## config.mk

```make
export PLATFORM = sky130hd
export DESIGN_NAME = dual_channel_block
export DESIGN_NICKNAME = d
export VERILOG_FILES = /design/src/rtl/uart_block_pkg.sv /design/src/rtl/dual_channel_block.sv
export SDC_FILE = /design/constraint.sdc
export NUM_CORES = 1
export LEC_CHECK = 0
export ABC_CLOCK_PERIOD_IN_PS = 3420
export BUFFER_PORTS_ARGS = -buffer_cell sky130_fd_sc_hd__buf_2
export CORE_AREA = 2 2 110 112
export DETAILED_ROUTE_END_ITERATION = 6
export DIE_AREA = 0 0 112 114
export GPL_TIMING_DRIVEN = 1
export PLACE_DENSITY = 0.81
export SETUP_SLACK_MARGIN = 0.5
export SYNTH_ARGS = -nofsm -noshare
export SYNTH_HDL_FRONTEND = slang
export SYNTH_SLANG_ARGS = --single-unit
```

## constraint.sdc

```tcl
create_clock -name clk -period 3.42 [get_ports clk]
set_clock_uncertainty 0.15 [all_clocks]
set_input_delay 1.026 -clock clk [delete_from_list [all_inputs] [get_ports clk]]
set_output_delay 1.026 -clock clk [all_outputs]
set_load 0.01 [all_outputs]
```

## src/rtl/uart_block_pkg.sv

```systemverilog
// Constants, types and register map for one two-channel serial block
// How it works
// - Each channel's aux_input_one level is always readable in input change and pin registers.
// - Aux control bit 5 clear selects aux_input_one as the timer's external clock.
// - Only the first channel's aux_input_one can clock the block's single timer.
// - A change detector records every transition of aux_input_one.
// - Output config bit 7 sets both bidirectional pins: 0 input, 1 output.
// - The input pin register always shows both bidirectional pin levels.
// - First pin as input is the transmit external clock, 1x or 16x by clock select.
// - First pin as output carries the channel's transmit-holding-empty status.
// - Second pin as input is the receive external clock, 1x or 16x by clock select.
// - Second pin as output carries the interrupt-status receive-ready or FIFO-full bit.
// - One interrupt output per block, from ready, break change, terminal count, input change.
// - The interrupt output only asserts for conditions enabled in the mask register.
// - Reading interrupt status returns all active conditions, unmasked.
// - Status driven onto the bidirectional pins ignores the interrupt mask.
// - Reset and the reset-pointer command point the mode pointer at the first mode register.
// - Any mode read, or mode write with byte lane 0 selected, while at the first register moves the pointer to the second.
// - Each block holds a programmable 16-bit counter/timer.
// - Blocks are independent; each holds two channels that behave alike, except that only the first one's aux_input_one clocks the timer.
// - The block's base clock times all internal logic, and the counter/timer while aux control bit 5 is set.
package uart_block_pkg;

  localparam int unsigned CLK_HZ        = 50_000_000;
  localparam int unsigned CLK_PERIOD_NS = 20;

  // Register indices; byte address is four times the index
  localparam logic [3:0] IDX_INPUT_CHANGE_REG_ACR    = 4'h4;
  localparam logic [3:0] IDX_ISR_IMR     = 4'h5;
  localparam logic [3:0] IDX_CT_UPPER    = 4'h6;
  localparam logic [3:0] IDX_CT_LOWER    = 4'h7;
  localparam logic [3:0] IDX_IPR_OUTPUT_CONFIG_REG    = 4'hd;
  localparam logic [3:0] IDX_TIMER_START = 4'he;
  localparam logic [3:0] IDX_TIMER_STOP  = 4'hf;
  // Per-channel registers: index bit 3 picks the channel, bit 2 clear
  localparam logic [1:0] CH_MODE         = 2'h0;
  localparam logic [1:0] CH_STAT_CSR     = 2'h1;
  localparam logic [1:0] CH_CMD          = 2'h2;

  localparam logic [3:0] CMD_RESET_PTR   = 4'h1;
  localparam logic [3:0] CMD_RESET_BREAK = 4'h5;
  localparam logic [3:0] CSR_EXT_16X     = 4'he;
  localparam logic [3:0] CSR_EXT_1X      = 4'hf;

  localparam int ACR_TIMER_INT_BIT = 5;
  localparam int OUTPUT_CONFIG_REG_PIN_OUT_BIT  = 7;
  localparam int ISR_TX_A          = 0;
  localparam int ISR_RX_A          = 1;
  localparam int ISR_BRK_A         = 2;
  localparam int ISR_TIMER         = 3;
  localparam int ISR_TX_B          = 4;
  localparam int ISR_RX_B          = 5;
  localparam int ISR_BRK_B         = 6;
  localparam int ISR_IN_CHANGE     = 7;

  localparam logic [7:0]  REG_RESET   = 8'h00;
  localparam logic [15:0] COUNT_RESET = 16'h0000;

  typedef enum logic {PTR_FIRST, PTR_SECOND} mode_ptr_t;

  // Status that a channel's serial section hands to the block
  typedef struct packed {
    logic txEmpty;
    logic rxReadyFull;
    logic breakChange;
  } chan_status_t;

endpackage

```

## src/rtl/dual_channel_block.sv

```systemverilog
// One two-channel block: bus slave, interrupt, mode pointer, timer and pin control
`timescale 1ns/1ps
module dual_channel_block import uart_block_pkg::*; #(
  parameter int TIMER_W = 16
) (
  input  wire logic               clk,
  input  wire logic               rst_n,
  input  wire logic [7:0]         adr_i,
  input  wire logic [31:0]        dat_i,
  output logic      [31:0]        dat_o,
  input  wire logic               we_i,
  input  wire logic [3:0]         sel_i,
  input  wire logic               cyc_i,
  input  wire logic               stb_i,
  output logic                    ack_o,
  input  wire chan_status_t [1:0] chanStatus,
  input  wire logic [1:0]         auxInputOne,
  input  wire logic [1:0]         bidirPinOneIn,
  output logic      [1:0]         bidirPinOneOut,
  output logic      [1:0]         bidirPinOneOe,
  input  wire logic [1:0]         bidirPinTwoIn,
  output logic      [1:0]         bidirPinTwoOut,
  output logic      [1:0]         bidirPinTwoOe,
  output logic      [1:0]         txExtClock,
  output logic      [1:0]         txExtSelect,
  output logic      [1:0]         txExt16x,
  output logic      [1:0]         rxExtClock,
  output logic      [1:0]         rxExtSelect,
  output logic      [1:0]         rxExt16x,
  output logic                    timerExtClock,
  output logic                    timerTerminal,
  output logic                    blockIrqN
);

  logic               access;
  logic               wrEn;
  logic               rdEn;
  logic [3:0]         idx;
  logic               chanReg;
  logic [7:0]         readMux;
  logic [7:0]         irq_status_reg;
  logic [7:0]         aux_control_reg;
  logic [7:0]         irq_mask_reg;
  logic [7:0]         output_config_reg;
  logic [7:0]         clock_select_reg [2];
  logic [7:0]         modeFirst [2];
  logic [7:0]         modeSecond [2];
  mode_ptr_t          modePtr [2];
  logic [1:0]         breakFlag;
  logic [1:0]         inChange;
  logic [1:0]         auxMeta;
  logic [1:0]         auxLevel;
  logic [1:0]         auxPrev;
  logic [1:0]         p1Meta;
  logic [1:0]         p1Level;
  logic [1:0]         p2Meta;
  logic [1:0]         p2Level;
  logic [TIMER_W-1:0] preset;
  logic [TIMER_W-1:0] count;
  logic               running;
  logic               tcFlag;
  logic               timerTick;

  // Bus decode: one request is taken while ack is low, answered next edge
  assign access  = cyc_i & stb_i & ~ack_o;
  assign wrEn    = access & we_i & sel_i[0];
  assign rdEn    = access & ~we_i;
  assign idx     = adr_i[5:2];
  assign chanReg = ~idx[2];

  always_ff @(posedge clk) begin
    if (!rst_n) begin
      ack_o <= 1'b0;
    end else begin
      ack_o <= access;
    end
  end

  always_ff @(posedge clk) begin
    if (!rst_n) begin
      dat_o <= 32'h00000000;
    end else if (rdEn) begin
      dat_o <= {24'h000000, readMux};
    end else begin
      dat_o <= 32'h00000000;
    end
  end

  // Channel-scoped and block-scoped registers share one index space
  always_comb begin
    readMux = 8'h00;
    if (chanReg) begin
      unique case (idx[1:0])
        CH_MODE: readMux = (modePtr[idx[3]] == PTR_FIRST) ? modeFirst[idx[3]]
                                                          : modeSecond[idx[3]];
        CH_STAT_CSR: readMux = {5'h00, chanStatus[idx[3]].txEmpty, 1'b0,
                                chanStatus[idx[3]].rxReadyFull};
        default: readMux = 8'h00;
      endcase
    end else begin
      unique case (idx)
        IDX_INPUT_CHANGE_REG_ACR: readMux = {inChange[1], 1'b0, inChange[0], 1'b0,
                                 auxLevel[1], 1'b0, auxLevel[0], 1'b0};
        IDX_ISR_IMR:  readMux = irq_status_reg;
        IDX_CT_UPPER: readMux = count[TIMER_W-1 -: 8];
        IDX_CT_LOWER: readMux = count[7:0];
        IDX_IPR_OUTPUT_CONFIG_REG: readMux = {p2Level[1], p1Level[1], p2Level[0], p1Level[0],
                                 auxLevel[1], 1'b0, auxLevel[0], 1'b0};
        default:      readMux = 8'h00;
      endcase
    end
  end

  // Both channels are built from the same logic
  for (genvar c = 0; c < 2; c++) begin : g_chan
    logic hit;
    assign hit = access & chanReg & (idx[3] == 1'(c));

    // Pin levels come from outside: two flops before any use
    always_ff @(posedge clk) begin
      auxMeta[c] <= auxInputOne[c];
      auxLevel[c] <= auxMeta[c];
      auxPrev[c] <= auxLevel[c];
      p1Meta[c] <= bidirPinOneIn[c];
      p1Level[c] <= p1Meta[c];
      p2Meta[c] <= bidirPinTwoIn[c];
      p2Level[c] <= p2Meta[c];
    end

    always_ff @(posedge clk) begin
      if (!rst_n) begin
        modePtr[c] <= PTR_FIRST;
        modeFirst[c] <= REG_RESET;
        modeSecond[c] <= REG_RESET;
      end else if (hit && idx[1:0] == CH_MODE) begin
        if (wrEn && modePtr[c] == PTR_FIRST) begin
          modeFirst[c] <= dat_i[7:0];
        end else if (wrEn) begin
          modeSecond[c] <= dat_i[7:0];
        end
        if (we_i == 1'b0 || sel_i[0]) begin
          modePtr[c] <= PTR_SECOND;
        end
      end else if (hit && wrEn && idx[1:0] == CH_CMD
                   && dat_i[7:4] == CMD_RESET_PTR) begin
        modePtr[c] <= PTR_FIRST;
      end
    end

    always_ff @(posedge clk) begin
      if (!rst_n) begin
        clock_select_reg[c] <= REG_RESET;
      end else if (hit && wrEn && idx[1:0] == CH_STAT_CSR) begin
        clock_select_reg[c] <= dat_i[7:0];
      end
    end

    // Sticky flags: a new event in the clearing cycle wins
    always_ff @(posedge clk) begin
      if (!rst_n) begin
        breakFlag[c] <= 1'b0;
      end else if (chanStatus[c].breakChange) begin
        breakFlag[c] <= 1'b1;
      end else if (hit && wrEn && idx[1:0] == CH_CMD
                   && dat_i[7:4] == CMD_RESET_BREAK) begin
        breakFlag[c] <= 1'b0;
      end
    end

    always_ff @(posedge clk) begin
      if (!rst_n) begin
        inChange[c] <= 1'b0;
      end else if (auxLevel[c] != auxPrev[c]) begin
        inChange[c] <= 1'b1;
      end else if (rdEn && idx == IDX_INPUT_CHANGE_REG_ACR) begin
        inChange[c] <= 1'b0;
      end
    end

    // Pins: one direction bit serves both pins of both channels
    always_ff @(posedge clk) begin
      if (!rst_n) begin
        bidirPinOneOe[c] <= 1'b0;
        bidirPinTwoOe[c] <= 1'b0;
        bidirPinOneOut[c] <= 1'b0;
        bidirPinTwoOut[c] <= 1'b0;
      end else begin
        bidirPinOneOe[c] <= output_config_reg[OUTPUT_CONFIG_REG_PIN_OUT_BIT];
        bidirPinTwoOe[c] <= output_config_reg[OUTPUT_CONFIG_REG_PIN_OUT_BIT];
        bidirPinOneOut[c] <= chanStatus[c].txEmpty;
        bidirPinTwoOut[c] <= irq_status_reg[c == 0 ? ISR_RX_A : ISR_RX_B];
      end
    end

    // External serial clocks only while the pin is an input
    always_ff @(posedge clk) begin
      if (!rst_n) begin
        txExtClock[c] <= 1'b0;
        txExtSelect[c] <= 1'b0;
        txExt16x[c] <= 1'b0;
        rxExtClock[c] <= 1'b0;
        rxExtSelect[c] <= 1'b0;
        rxExt16x[c] <= 1'b0;
      end else begin
        txExtClock[c] <= p1Level[c] & ~output_config_reg[OUTPUT_CONFIG_REG_PIN_OUT_BIT];
        txExtSelect[c] <= ~output_config_reg[OUTPUT_CONFIG_REG_PIN_OUT_BIT]
                          & (clock_select_reg[c][3:0] == CSR_EXT_1X || clock_select_reg[c][3:0] == CSR_EXT_16X);
        txExt16x[c] <= (clock_select_reg[c][3:0] == CSR_EXT_16X);
        rxExtClock[c] <= p2Level[c] & ~output_config_reg[OUTPUT_CONFIG_REG_PIN_OUT_BIT];
        rxExtSelect[c] <= ~output_config_reg[OUTPUT_CONFIG_REG_PIN_OUT_BIT]
                          & (clock_select_reg[c][7:4] == CSR_EXT_1X || clock_select_reg[c][7:4] == CSR_EXT_16X);
        rxExt16x[c] <= (clock_select_reg[c][7:4] == CSR_EXT_16X);
      end
    end
  end

  // Block-wide control registers
  always_ff @(posedge clk) begin
    if (!rst_n) begin
      aux_control_reg <= REG_RESET;
      irq_mask_reg <= REG_RESET;
      output_config_reg <= REG_RESET;
    end else if (wrEn && !chanReg) begin
      if (idx == IDX_INPUT_CHANGE_REG_ACR) begin
        aux_control_reg <= dat_i[7:0];
      end
      if (idx == IDX_ISR_IMR) begin
        irq_mask_reg <= dat_i[7:0];
      end
      if (idx == IDX_IPR_OUTPUT_CONFIG_REG) begin
        output_config_reg <= dat_i[7:0];
      end
    end
  end

  always_ff @(posedge clk) begin
    if (!rst_n) begin
      preset <= COUNT_RESET;
    end else if (wrEn && idx == IDX_CT_UPPER) begin
      preset[TIMER_W-1 -: 8] <= dat_i[7:0];
    end else if (wrEn && idx == IDX_CT_LOWER) begin
      preset[7:0] <= dat_i[7:0];
    end
  end

  // Timer clock: first channel's aux input rising edge, else the block clock.
  // The edge is seen after synchronising, so the pin must stay below clk/4.
  assign timerTick = aux_control_reg[ACR_TIMER_INT_BIT] ? 1'b1
                   : (auxLevel[0] & ~auxPrev[0]);

  always_ff @(posedge clk) begin
    if (!rst_n) begin
      running <= 1'b0;
      count <= COUNT_RESET;
    end else if (rdEn && idx == IDX_TIMER_START) begin
      running <= 1'b1;
      count <= preset;
    end else if (rdEn && idx == IDX_TIMER_STOP) begin
      running <= 1'b0;
    end else if (running && timerTick) begin
      count <= (count == '0) ? preset : count - 1'b1;
    end
  end

  always_ff @(posedge clk) begin
    if (!rst_n) begin
      tcFlag <= 1'b0;
    end else if (running && timerTick && count == '0) begin
      tcFlag <= 1'b1;
    end else if (rdEn && idx == IDX_TIMER_STOP) begin
      tcFlag <= 1'b0;
    end
  end

  always_ff @(posedge clk) begin
    if (!rst_n) begin
      timerExtClock <= 1'b0;
      timerTerminal <= 1'b0;
    end else begin
      timerExtClock <= auxLevel[0] & ~aux_control_reg[ACR_TIMER_INT_BIT];
      timerTerminal <= tcFlag;
    end
  end

  // Status is never masked; only the interrupt output is
  assign irq_status_reg = {|inChange, breakFlag[1], chanStatus[1].rxReadyFull, chanStatus[1].txEmpty,
                tcFlag, breakFlag[0], chanStatus[0].rxReadyFull,
                chanStatus[0].txEmpty};

  always_ff @(posedge clk) begin
    if (!rst_n) begin
      blockIrqN <= 1'b1;
    end else begin
      blockIrqN <= ~|(irq_status_reg & irq_mask_reg);
    end
  end
endmodule

```

==> results of run 1 <==
[placed cells by master (no fill, tap or decap), types with 11 or more instances in the layout]
cell | netlist | layout
buf_4 | 29 | 16
buf_2 | 3 | 61
a21oi_1 | 19 | 19
nand2_1 | 33 | 33
and2_1 | 60 | 60
nor3_1 | 13 | 13
mux2i_1 | 34 | 34
dfxtp_1 | 92 | 92
a32o_1 | 11 | 11
o21ai_0 | 26 | 25
conb_1 | 1 | 24
clkbuf_16 | 0 | 17
nor2_1 | 55 | 55
edfxtp_1 | 49 | 49
inv_1 | 11 | 11
mux2_2 | 17 | 17
nand3_1 | 11 | 11
[report_power, final]
group / switching, mW / internal, mW / total [mW]
Combinational: 0.138 / 0.0639 / 0.202
Sequential: 0.0195 / 1.78 / 1.79
Clock: 0.623 / 0.997 / 1.62
[kinds of logic (layout without fill, tap and decap cells)]
kind of cell | Yosys count | count (layout) | synth area share
AND/OR/NAND/NOR | 219 | 219 | 0.195
flip-flops | 141 | 141 | 0.529
AO/OA/AOI/OAI | 97 | 97 | 0.104
buffers and inverters | 71 | 119 | 0.0651
multiplexers | 55 | 55 | 0.0993
adder cells (fa/ha/maj) | 3 | 3 | 0.00599
other | 1 | 24 | 0.000599
XOR/XNOR | 1 | 1 | 0.00140
[metal layers]
| layer | vias to the layer above | global-route usage |
|---|---|---|
| li1 | 2162 | - |
| met1 | 2190 | 0.327 |
| met2 | 262 | 0.377 |
| met3 | 36 | 0.0600 |
| met4 | 0 | 0.111 |
| met5 | - | 0 |
[per-stage QoR]
stage               area (um2)  power, mW  instances  hold WS (ns)
floorplan                 6350       1.96        611         0.160
finish                    7110       3.62        806         0.174
global route              7110       3.73        806         0.177
global placement          6590       2.02        775         0.161
CTS                       7110       3.64        806         0.176
detailed placement        6590       2.03        775         0.163
[worst max-delay path by stage]
stage / from / endpoint / slack, ns / cells past startpoint
after CTS: adr_i[3] / count[8] / 0.67 / 6
final: adr_i[3] / count[8] / 0.64 / 6
after detailed placement: adr_i[3] / count[8] / 0.24 / 6
after global routing: adr_i[3] / count[7] / 0.52 / 6
after floorplan: adr_i[5] / modeFirst[0][0] / 0.50 / 4
after global placement: adr_i[3] / count[9] / 0.37 / 6
[layout make-up]
| cell class | count | area share |
|---|---|---|
| Clock buffer | 29 | 0.0718 |
| Clock inverter | 2 | 0.00141 |
| Inverter | 11 | 0.00580 |
| Multi-Input combinational cell | 399 | 0.370 |
| Sequential cell | 141 | 0.466 |
| Tap cell | 147 | 0.0259 |
| Timing Repair Buffer | 77 | 0.0598 |
==> summary.txt, run 1 <==
Status -> complete, no violations
Ys Warns -> 0
Largest vdd supply drop -> 492 uV
Cell with the most instances after synthesis -> dfxtp_1
Min-delay src -> auxMeta[0]
Core area -> 0.0117 mm2
Synthesized area -> 0.00626 mm2
Wirelength, routed -> 15100 um
FP Rows -> 40
Ratio of final minimum period to clock period -> 0.813
Post-synthesis sequential area ratio -> 0.529
Largest net degree at the start of global routing -> 39
Via count -> 4650
CTS sink count -> 141
Clock latency at the later pin of the worst-skew pair -> 0.41 ns
Hold buffer count at CTS -> 0
CP max-delay cell -> nor2_1
Routed wl met2 -> 6960 um
Synth Flop Type -> dfxtp_1
CP max stage delay -> 0.65 ns
Cts bufs inserted -> 17
Placer Congestion -> 0.940
I/O pins -> 117
Root buffer cell -> clkbuf_16
Worst rel slew slack -> 0.431
CTS clock-pin slew for the worst setup and hold paths -> 0.05 ns
# DRC -> 0
Launching point of the worst reg2reg path -> ack_o
Chip Height -> 114 um
Crit path capture type -> flop
Hold Path Class -> reg -> reg
RSZ-0062 raised after global routing -> no
Synth area leaders -> dfxtp_1, edfxtp_1, and2_1
Max-capacitance violation count -> 0
WL met1 -> 6200 um
Die footprint -> 0.0128 mm2
Area leader, netlist -> dfxtp_1
Crit path DAT -> 2.98 ns
CP delay by family, top -> simple AND/OR/NAND/NOR gates
Post-place setup slack -> 0.239 ns
Die Span X -> 112 um
Antenna violations before repair -> 0
Yosys top cell area share -> 0.294
Reg2Reg Depth -> 5
Layout area overhead -> 13.6%
Worst hold endpoint -> auxLevel[0]
Worst Path Buf+Inv -> 1
Library cells used by synthesis -> 65
Mapped Cells -> 588
Slew @ Worst Pin -> 0.851 ns
Diode count -> 0
Total congestion overflow -> 0
Endpoints failing hold -> 0
Hold Path Cell Cnt -> 0
Crit start category -> input pin
Post-CTS setup buffer count -> 0
Crit path time final -> 2.78 ns
Synth cell count leaders -> dfxtp_1, and2_1, nor2_1
Max H-tree Level -> 4
Fill cell count -> 969
HPWL Detailed -> 10500 um
CTS tree -> yes
Drt pass-1 iters -> 5
Number of flops mapped to enable cells by yosys -> 49
Global-route wire length before repair -> 23700 um
Setup violators final -> 0
Pwr/cell area -> 508 mW/mm2
Vias in the first global route -> 4428
Number of buffers added on ports -> 61
Flip-flop and latch area -> 0.00331 mm2
Number of DRC markers in iteration 0 -> 521
Setup CP Type -> in -> reg
Final worst slack -> 0.638 ns
Flops & latches, synth -> 141
Post-layout nets -> 711
Cells along the critical path -> buf_2 > nor2b_1 > nand4_1 > o21a_1 > nor2_1 > a32o_1
Setup TNS -> 0 ns
Antenna violation net count after detailed routing -> 0
Syn avg cell area -> 10.7 um2
Routed len/inst -> 18.8 um
Top routing layer in use -> met4
Total GRT Usage -> 0.244
Reg2Reg Setup Slack -> 1.09 ns
Max Transition Viols Final -> 0
Max FO, Critical Path -> 18
Post-layout util -> 0.607
Initial Util -> 0.535
Reg2Reg Capture Point -> clock_select_reg[0][7]
Via density -> 5.77
Leakage Power -> 2.79 nW
Area occupied by multi-input gates -> 0.00263 mm2
CP required -> 3.62 ns
Routed length on met3 -> 1440 um
Fmax -> 0.359 GHz
CTS max path bufs -> 2
Post-CTS sizing -> 0
Post-synth ARST share -> 0
Fraction of layout cells with a size suffix above 1 -> 0.206
Note: power is estimated with default switching activity, not from simulation.
==> run 2, diff against run 1 <==
--- a/config.mk
+++ b/config.mk
@@ -5,7 +5,7 @@
 export SDC_FILE = /design/constraint.sdc
 export NUM_CORES = 1
 export LEC_CHECK = 0
-export ABC_CLOCK_PERIOD_IN_PS = 3420
+export ABC_CLOCK_PERIOD_IN_PS = 2850
 export BUFFER_PORTS_ARGS = -buffer_cell sky130_fd_sc_hd__buf_2
 export CORE_AREA = 2 2 110 112
 export DETAILED_ROUTE_END_ITERATION = 6
==> constraint.sdc (replaced) <==
create_clock -name clk -period 2.85 [get_ports clk]
set_clock_uncertainty 0.15 [all_clocks]
set_input_delay 0.855 -clock clk [delete_from_list [all_inputs] [get_ports clk]]
set_output_delay 0.855 -clock clk [all_outputs]
set_load 0.01 [all_outputs]
==> summary.txt, run 2 (synthesized netlist as in run 1, its figures left out) <==
Status -> complete, no violations
Number of DRC markers in iteration 0 -> 541
Initial Util -> 0.535
Sw frac -> 0.215
Critical path destination -> count[9]
Root buffer cell -> clkbuf_16
Placer Congestion -> 0.931
RSZ-0062 raised after global routing -> yes
Worst rel slew slack -> 0.653
Routed length on met3 -> 1530 um
Reg2Reg Setup Slack -> 0.58 ns
Antenna violation net count after detailed routing -> 0
Endpoints failing hold -> 0
CTS sink count -> 141
Net switching power -> 1.03 mW
Largest vdd supply drop -> 611 uV
Core area -> 0.0117 mm2
Fmax -> 0.429 GHz
Slew @ Worst Pin -> 0.513 ns
CTS tree -> yes
Drt pass-1 iters -> 6
Int Pwr -> 3.78 mW
CTS max path bufs -> 2
Max H-tree Level -> 4
Launching point of the worst reg2reg path -> count[2]
CTS clock-pin slew for the worst setup and hold paths -> 0.06 ns
Final instance area -> 0.00741 mm2
CP max-delay cell -> and4bb_2
CP required -> 3.00 ns
CP max stage delay -> 0.37 ns
HPWL Detailed -> 10700 um
Chip Height -> 114 um
Fraction of layout cells with a size suffix above 1 -> 0.238
Crit path DAT -> 2.48 ns
CP startpoint -> we_i
WL met1 -> 6260 um
Number of buffers added on ports -> 61
Pwr/cell area -> 649 mW/mm2
Largest net degree at the start of global routing -> 33
Post-layout nets -> 718
Cells along the critical path -> buf_2 > and4bb_2 > nand4_1 > buf_4 > nand2_2 > o21ai_0 > a32o_1
Wirelength, routed -> 16400 um
Setup CP Type -> in -> reg
Routed len/inst -> 20.2 um
Clock latency at the later pin of the worst-skew pair -> 0.42 ns
Setup TNS -> 0 ns
Most common cell after layout, fill and taps aside -> dfxtp_1
DP Area -> 0.00670 mm2
Die footprint -> 0.0128 mm2
Leading cell types in the layout, fill and taps excluded -> dfxtp_1, and2_1, buf_2, nor2_1, edfxtp_1
Crit path time final -> 2.33 ns
Total congestion overflow -> 0
Hold buffer count at CTS -> 0
Antenna violations before repair -> 0
Max-capacitance violation count -> 0
Hold Path Class -> reg -> reg
Crit start category -> input pin
Die Span X -> 112 um
Leakage Power -> 2.90 nW
Crit path capture type -> flop
Final std cells w/o fill -> 814
Layout area overhead -> 18.3%
Routed wl met2 -> 7910 um
I/O pins -> 117
Cts bufs inserted -> 17
Max FO, Critical Path -> 11
Vias in the first global route -> 4768
Top routing layer in use -> met4
Diode count -> 0
Sequential power share -> 0.448
Setup violators final -> 0
Fill cell count -> 844
# DRC -> 0
Via density -> 5.97
Global-route wire length before repair -> 25400 um
Via count -> 4863
Ratio of final minimum period to clock period -> 0.818
Clk network pwr share -> 0.499
Placed cell count -> 778
Max Transition Viols Final -> 0
Total GRT Usage -> 0.260
FP Rows -> 40
Reg2Reg Depth -> 5
Reg2Reg Capture Point -> count[1]
Logic pwr share -> 0.053
==> run 2: worst max-delay path: cells and delay by family <==
kind	cells	cell delay (ns)
compound gates	2	0.45
buf+inv	2	0.37
simple gates	3	0.81
==> run 2: what timing repair did <==
| action | CTS | global route |
|---|---|---|
| pin swaps | 0 | 1 |
| gates resized for setup | 1 | 9 |
| setup buffers | 0 | 3 |
| setup endpoints to repair | 11 | 29 |
| cloned | 0 | 1 |
==> run 2: metal layers <==
metal / vias to the layer above / global-route usage
li1: 2187 / -
met1: 2315 / 0.322
met2: 302 / 0.427
met3: 59 / 0.0537
met4: 0 / 0.145
met5: - / 0
==> run 2: worst min-delay path by stage <==
stage | to | cells after the start | startpoint | slack, ns
after floorplan | auxLevel[0] | 0 | auxMeta[0] | 0.16
after global placement | auxLevel[1] | 0 | auxMeta[1] | 0.17
after detailed placement | auxLevel[0] | 0 | auxMeta[0] | 0.17
after CTS | auxLevel[0] | 0 | auxMeta[0] | 0.18
after global routing | auxLevel[0] | 0 | auxMeta[0] | 0.19
final | auxLevel[0] | 0 | auxMeta[0] | 0.18
==> run 2: through the flow <==
stage | total power, mW | worst slack, ns | hold slack [ns] | util
finish | 4.81 | 0.519 | 0.180 | 0.633
global route | 4.93 | 0.475 | 0.188 | 0.633
CTS | 4.81 | 0.520 | 0.180 | 0.627
detailed placement | 2.44 | -0.0367 | 0.166 | 0.572
global placement | 2.43 | 0.0316 | 0.166 | 0.572
floorplan | 2.36 | 0.298 | 0.160 | -
==> run 2: cell type report <==
cell class,count,area [um2],share of cell area
multi-input cells,400,2760,0.372
repair buffers,83,477,0.0643
clock inverters,12,190,0.0257
flip-flops and latches,141,3310,0.447
well taps,147,184,0.0248
clock buffers,20,447,0.0603
inverters,11,41.3,0.00557
==> run 2: power groups by stage <==
stage               logic (mW)  clock network [mW]  registers, mW
CTS                      0.247                2.41           2.15
detailed placement       0.243                   0           2.19
global route             0.271                2.50           2.16
finish                   0.255                2.40           2.15
floorplan                0.169                   0           2.19
global placement         0.237                   0           2.19
